## src/phase_seq_pkg.sv

```systemverilog
// Purpose: constants for the dual-slope phase sequencer
// Assumes: one conversion clock, synchronous active-high reset
// Notes: counts are in conversion clock pulses
// What this block does
// run phases offset null, signal integrate, reference integrate, discharge, repeat.
// offset null: inputs off pins, shorted to common, reference capacitor charged.
// offset null: close buffer-integrator-comparator loop onto offset capacitor.
// signal integrate: open null loop, remove short, connect inputs to pins.
// signal integrate lasts a fixed number of clock periods.
// at end of signal integrate latch comparator sign as polarity.
// reference integrate: low input to common, high input across reference capacitor.
// reference capacitor sense chosen from latched polarity.
// count clocks until zero crossing; 10,000 counts equals full reference.
// discharge: low input to common, loop to high input nulls integrator.
// normal discharge lasts between 100 and 200 clock pulses.
// discharge after overrange lasts 6200 clock pulses.
// free-running cycles start every 40,002 clocks; offset null takes remainder.
// busy from start of signal integrate to first clock after crossing.
// flag overrange when reference count would exceed 20,000 without crossing.
// everything changes on the clock; comparator sampled once per clock.
// exactly one phase's switch set active at any time.
package phase_seq_pkg;
	localparam int CYCLE_CLOCKS      = 40002;
	localparam int INT_CLOCKS        = 10000;
	localparam int REF_MAX_CLOCKS    = 20001;
	localparam int OVER_LIMIT        = 20000;
	localparam int FULL_SCALE        = 10000;
	localparam int DISCH_CLOCKS      = 101;
	localparam int DISCH_OVER_CLOCKS = 6200;
	localparam int MIN_NULL_CLOCKS   = 1;
	localparam int CNT_W             = 16;
	typedef enum logic [1:0] {
		PH_NULL,
		PH_SIG,
		PH_REF,
		PH_DIS
	} phase_e;
endpackage

```

## src/dual_slope_phase_sequencer.sv

```systemverilog
// Purpose: phase sequencing and switch control of a dual-slope converter
// Assumes: comparator_positive is synchronous to clk, high while integrator is above zero
// Notes: free-running; the frame counter restarts each cycle after the full period
`timescale 1ns/100ps
module dual_slope_phase_sequencer
	import phase_seq_pkg::*;
#(
	parameter int CYCLE     = CYCLE_CLOCKS,
	parameter int INT_LEN   = INT_CLOCKS,
	parameter int REF_MAX   = REF_MAX_CLOCKS,
	parameter int OVER_LIM  = OVER_LIMIT,
	parameter int DIS_LEN   = DISCH_CLOCKS,
	parameter int DIS_OVER  = DISCH_OVER_CLOCKS
) (
	input  wire logic             clk,
	input  wire logic             srst,
	input  wire logic             comparator_positive,
	output logic                  offset_null_phase,
	output logic                  signal_integrate_phase,
	output logic                  reference_integrate_phase,
	output logic                  integrator_discharge_phase,
	output logic                  inputs_shorted_to_common,
	output logic                  analog_input_high_to_pin,
	output logic                  analog_input_low_to_pin,
	output logic                  analog_input_low_to_common,
	output logic                  ref_cap_charge,
	output logic                  ref_cap_connect_pos,
	output logic                  ref_cap_connect_neg,
	output logic                  offset_storage_capacitor_loop,
	output logic                  discharge_loop,
	output logic                  polarity,
	output logic                  busy,
	output logic                  overrange,
	output logic [CNT_W-1:0]      result_count,
	output logic                  result_valid
);
	phase_e           phase_q;
	phase_e           phase_d;
	logic [CNT_W-1:0] frame_q;
	logic [CNT_W-1:0] frame_d;
	logic [CNT_W-1:0] ref_cnt_q;
	logic [CNT_W-1:0] ref_cnt_d;
	logic             pol_q;
	logic             pol_d;
	logic             over_q;
	logic             over_d;
	logic             busy_q;
	logic             busy_d;
	logic [CNT_W-1:0] result_q;
	logic [CNT_W-1:0] result_d;
	logic             valid_q;
	logic             valid_d;
	logic             cmp_q;
	logic             tmr_load;
	logic [CNT_W-1:0] tmr_val;
	logic             tmr_done;
	logic             crossing;
	logic             frame_end;

	phase_timer #(
		.W(CNT_W)
	) u_timer (
		.clk      (clk),
		.srst     (srst),
		.load     (tmr_load),
		.load_val (tmr_val),
		.done     (tmr_done)
	);

	// comparator registered once per clock
	always_ff @(posedge clk) begin
		if (srst) begin
			cmp_q <= 1'b0;
		end else begin
			cmp_q <= comparator_positive;
		end
	end

	// zero crossing: integrator sign flipped away from the latched polarity
	assign crossing  = (cmp_q != pol_q);
	assign frame_end = (frame_q == CNT_W'(CYCLE - 1));

	always_comb begin
		phase_d   = phase_q;
		frame_d   = frame_end ? '0 : frame_q + CNT_W'(1);
		ref_cnt_d = ref_cnt_q;
		pol_d     = pol_q;
		over_d    = over_q;
		busy_d    = busy_q;
		result_d  = result_q;
		valid_d   = 1'b0;
		tmr_load  = 1'b0;
		tmr_val   = '0;
		case (phase_q)
			PH_NULL: begin
				// null absorbs leftover time so cycles start every period
				if (frame_end) begin
					phase_d  = PH_SIG;
					busy_d   = 1'b1;
					tmr_load = 1'b1;
					tmr_val  = CNT_W'(INT_LEN);
				end
			end
			PH_SIG: begin
				if (tmr_done) begin
					phase_d   = PH_REF;
					pol_d     = cmp_q;
					over_d    = 1'b0;
					ref_cnt_d = '0;
				end
			end
			PH_REF: begin
				ref_cnt_d = ref_cnt_q + CNT_W'(1);
				if (crossing) begin
					phase_d  = PH_DIS;
					busy_d   = 1'b0;
					result_d = ref_cnt_q;
					valid_d  = 1'b1;
					tmr_load = 1'b1;
					tmr_val  = CNT_W'(DIS_LEN);
				end else if (ref_cnt_q >= CNT_W'(OVER_LIM)) begin
					phase_d  = PH_DIS;
					over_d   = 1'b1;
					busy_d   = 1'b0;
					result_d = ref_cnt_q;
					valid_d  = 1'b1;
					tmr_load = 1'b1;
					tmr_val  = CNT_W'(DIS_OVER);
				end
			end
			PH_DIS: begin
				if (tmr_done) begin
					phase_d = PH_NULL;
				end
			end
			default: begin
				phase_d = PH_NULL;
			end
		endcase
	end

	always_ff @(posedge clk) begin
		if (srst) begin
			phase_q   <= PH_NULL;
			frame_q   <= '0;
			ref_cnt_q <= '0;
			pol_q     <= 1'b0;
			over_q    <= 1'b0;
			busy_q    <= 1'b0;
			result_q  <= '0;
			valid_q   <= 1'b0;
		end else begin
			phase_q   <= phase_d;
			frame_q   <= frame_d;
			ref_cnt_q <= ref_cnt_d;
			pol_q     <= pol_d;
			over_q    <= over_d;
			busy_q    <= busy_d;
			result_q  <= result_d;
			valid_q   <= valid_d;
		end
	end

	// one-hot phase decode keeps only one switch set live
	assign offset_null_phase             = (phase_q == PH_NULL);
	assign signal_integrate_phase        = (phase_q == PH_SIG);
	assign reference_integrate_phase     = (phase_q == PH_REF);
	assign integrator_discharge_phase    = (phase_q == PH_DIS);
	assign inputs_shorted_to_common      = offset_null_phase;
	assign ref_cap_charge                = offset_null_phase;
	assign offset_storage_capacitor_loop = offset_null_phase;
	assign analog_input_high_to_pin      = signal_integrate_phase;
	assign analog_input_low_to_pin       = signal_integrate_phase;
	assign analog_input_low_to_common    = reference_integrate_phase | integrator_discharge_phase;
	assign ref_cap_connect_pos           = reference_integrate_phase & ~pol_q;
	assign ref_cap_connect_neg           = reference_integrate_phase & pol_q;
	assign discharge_loop                = integrator_discharge_phase;
	assign polarity                      = pol_q;
	assign busy                          = busy_q;
	assign overrange                     = over_q;
	assign result_count                  = result_q;
	assign result_valid                  = valid_q;
endmodule

```

## src/phase_timer.sv

```systemverilog
// Purpose: down-counting phase timer
// Assumes: load has priority over counting
// Notes: done is high when the count stands at one
`timescale 1ns/100ps
module phase_timer #(
	parameter int W = 16
) (
	input  wire logic         clk,
	input  wire logic         srst,
	input  wire logic         load,
	input  wire logic [W-1:0] load_val,
	output logic              done
);
	logic [W-1:0] cnt_q;
	logic [W-1:0] cnt_d;

	always_comb begin
		cnt_d = cnt_q;
		if (load) begin
			cnt_d = load_val;
		end else if (cnt_q != '0) begin
			cnt_d = cnt_q - W'(1);
		end
	end

	always_ff @(posedge clk) begin
		if (srst) begin
			cnt_q <= '0;
		end else begin
			cnt_q <= cnt_d;
		end
	end

	assign done = (cnt_q == W'(1));
endmodule

```

## config.mk

```make
export PLATFORM = sky130hd
export DESIGN_NAME = dual_slope_phase_sequencer
export DESIGN_NICKNAME = d
export VERILOG_FILES = /design/src/phase_seq_pkg.sv /design/src/dual_slope_phase_sequencer.sv /design/src/phase_timer.sv
export SDC_FILE = /design/constraint.sdc
export NUM_CORES = 1
export LEC_CHECK = 0
export ABC_AREA = 1
export BUFFER_PORTS_ARGS = -buffer_cell sky130_fd_sc_hd__buf_2
export CAP_MARGIN = 20
export CORE_MARGIN = 10
export CORE_UTILIZATION = 55
export DETAILED_ROUTE_END_ITERATION = 7
export PLACE_DENSITY_LB_ADDON = 0.08
export SETUP_SLACK_MARGIN = 0.15
export SYNTH_ARGS = -nofsm -noshare
export SYNTH_HDL_FRONTEND = slang
export SYNTH_SLANG_ARGS = --single-unit
```

## constraint.sdc

```tcl
create_clock -name clk -period 2.2 [get_ports clk]
set_clock_uncertainty 0.05 [all_clocks]
set_input_delay 0.44 -clock clk [delete_from_list [all_inputs] [get_ports clk]]
set_output_delay 0.44 -clock clk [all_outputs]
set_load 0.1 [all_outputs]
```

==> flow_summary.toml <==
[run_status]
status = "completed"

[sta]
hold_slack_ns = 0.260
setup_ws_ns = 0.157
setup-tns-final_ns = 0
min_period_over_period_pct = 92.9
setup_violations = 0
worstMarginPinSlew_ns = 0.612
relSlewSlack_pct = 59.1
final_max_slew_viol_count = 0
rsz0062_at_grt = "true"
period_minus_slack_ns = 2.04
fmax_mhz = 489
finalHoldViolCount = 0

[floorplan]
row_count = 29
pin_count = 36
dieArea_mm2 = 0.0103
core_mm2 = 0.00639
die_y_um = 102
dieWidth_um = 102
initial_core_util_pct = 57.2

[clocking]
cts_tree = "done"
clkLatencyLatePin_ns = 0.35
cts_root_buffer = "clkbuf_8"
postCtsHoldBufs = 0
clk_path_buf_depth = 2
numCtsBuffers = 9
cts.sinks = 71
htree_levels = 3
clk_pin_slew_ns = 0.07

[placement]
dp_hpwl_um = 6400
gp_congestion = 0.920
port_buffers = 35
pre_cts_slack_ns = 0.228

[final_layout]
synthToLayoutAreaGrowth_pct = 14.1
multi_input_area_mm2 = 0.00194
num-nets-final = 577
antennaDiodeCount = 0
num-fill-cells = 578
drive_above_1_share_pct = 16.8
seq_area_mm2 = 0.00142

[logic_synthesis]
yosysSeqAreaShare_pct = 38.9
synth_fp_nets = 534
netlist_area_mm2 = 0.00365
ys_seq_elements = 71
yosysUniqueCellTypes = 34
ys_top_cells_by_area = "dfxtp_1 39%, nand2_1 11%, nor2_1 6.9%"
avgSynthCellArea_um2 = 7.03
synth_warnings = 0
synth_top_area_share_pct = 38.9
synth_top_cell_by_area = "dfxtp_1"
synthCells = 520

[power_and_ir_drop]
p_per_area_mw_per_mm2 = 1380
p_leak_uw = 0.00185
power_uw = 5750
peakVddDrop_mv = 1.54

[critical_path]
crit_required_ns = 1.71
max_stage_delay_ns = 0.46
arrival_ns = 1.55
end_kind = "output pin"
r2r_slack_ns = 0.39
startpoint_type = "flop"
crit_type = "reg -> out"
cp_cell_sequence = "inv_1 -> ha_2 -> buf_2"
critPathSlowestCell = "buf_2"
worst-path-max-fanout = 9

[drt]
drc = 0
route.detailed.wl_per_inst_um = 13.3
dr.pass1.iters = 4
vias = 3450
route.detailed.vias_per_inst = 5.36
drtIter0Drc = 200
drtAntennaViolNets = 0
wl_um = 8570

[global_routing]
track_usage_pct = 17.0
grt_pass1_vias = 3109
antenna_found_initial = 0
grt_start_max_net_pins = 23
grt-ovfl-total = 0
grt_pass1_wl_um = 14300

[min_path]
hp-class = "in -> reg"

[run]
cap_violations = 0
-- metrics by stage --
stage / cell area [µm²] / instances / util (%)
after floorplan: 3690 / 520 / -
after global placement: 3950 / 625 / 61.8
after detailed placement: 3950 / 625 / 61.8
after CTS: 4130 / 642 / 64.7
after global routing: 4170 / 644 / 65.3
final: 4170 / 644 / 65.3
-- what timing repair did --
action                                  CTS  global route
pin swaps                                 1             0
endpoints found under the setup margin    8            24
resized for setup                         2             8
setup buffers                             2             2
-- critical path: cells and delay by family (launching register included) --
kind | cells | cell delay, ns
buffers and inverters | 2 | 0.58
flip-flops | 1 | 0.35
adder cells (fa/ha/maj) | 1 | 0.28
-- cells in the mapped netlist --
library cell,number
nand2_1,105
dfxtp_1,71
nor2_1,67
inv_1,55
a21oi_1,44
nand3_1,36
o21ai_0,27
nand4_1,19
nor3_1,16
ha_1,11
buf_4,10
xor2_1,10
nand2_2,5
nor4_1,5
clkbuf_1,4
xnor2_1,4
buf_2,3
nor2_2,3
nor3b_1,3
or2_2,3
a31oi_1,2
inv_2,2
nand3_2,2
nand3b_1,2
nor2_4,2
a211oi_2,1
a21oi_2,1
and2_1,1
and3_1,1
buf_1,1
buf_6,1
nor3_4,1
o21ai_2,1
or2_0,1
-- cell families after synthesis --
| kind of cell | after synthesis | synth area share [%] |
|---|---|---|
| simple gates | 272 | 33.9 |
| xor+xnor | 14 | 3.36 |
| compound gates | 76 | 10.9 |
| flops | 71 | 38.9 |
| fa+ha+maj | 11 | 3.77 |
| buf+inv | 76 | 9.14 |
-- layer usage --
metal  track usage [%]  vias to the layer above  part of all wire (%)
met5                 0                        -                     0
met4              7.29                        0                   1.7
met3              4.08                       15                   7.5
met2              25.8                      103                    44
met1              22.5                     1548                    47
li1                  -                     1784                     -
-- placed cells by master (no fill, tap or decap), drive strengths merged --
master,n
a211oi,1
a21oi,45
a31oi,2
and2,1
and3,1
buf,48
clkbuf,14
clkinv,3
clkinvlp,2
dfxtp,71
ha,11
inv,56
nand2,110
nand3,38
nand3b,2
nand4,19
nor2,72
nor3,17
nor3b,3
nor4,5
o21ai,28
or2,4
xnor2,4
xor2,10
-- final timing paths --
kind,from,to,cells past startpoint
max,phase_q[1],ref_cap_charge,3
min,comparator_positive,cmp_q,3
max reg2reg,phase_q[1],ref_cnt_q[3],7
min reg2reg,busy,busy,2
-- where the power goes --
| part | switching, µW | leakage (µW) | total, µW | internal [µW] |
|---|---|---|---|---|
| logic | 2320 | 0.00119 | 3200 | 874 |
| registers | 174 | 0.000577 | 1650 | 1480 |
| clock network | 473 | 0.0000850 | 901 | 428 |
| total | 2970 | 0.00185 | 5750 | 2780 |
-- registers in the layout, summed over array words and instances (netlist names) --
register       count
frame_q           16
ref_cnt_q         16
result_count      16
u_timer.cnt_q     16
phase_q            2
busy               1
cmp_q              1
overrange          1
polarity           1
result_valid       1
-- final cells by class --
cell class,instances,share of cell area (%)
inverter,57,5.22
timing repair buffer,51,7.84
sequential,71,34.1
tap,77,2.31
clock inverter,4,0.540
clock buffer,11,3.39
multi-input combinational,373,46.6
(Power assumes the default switching activity.)
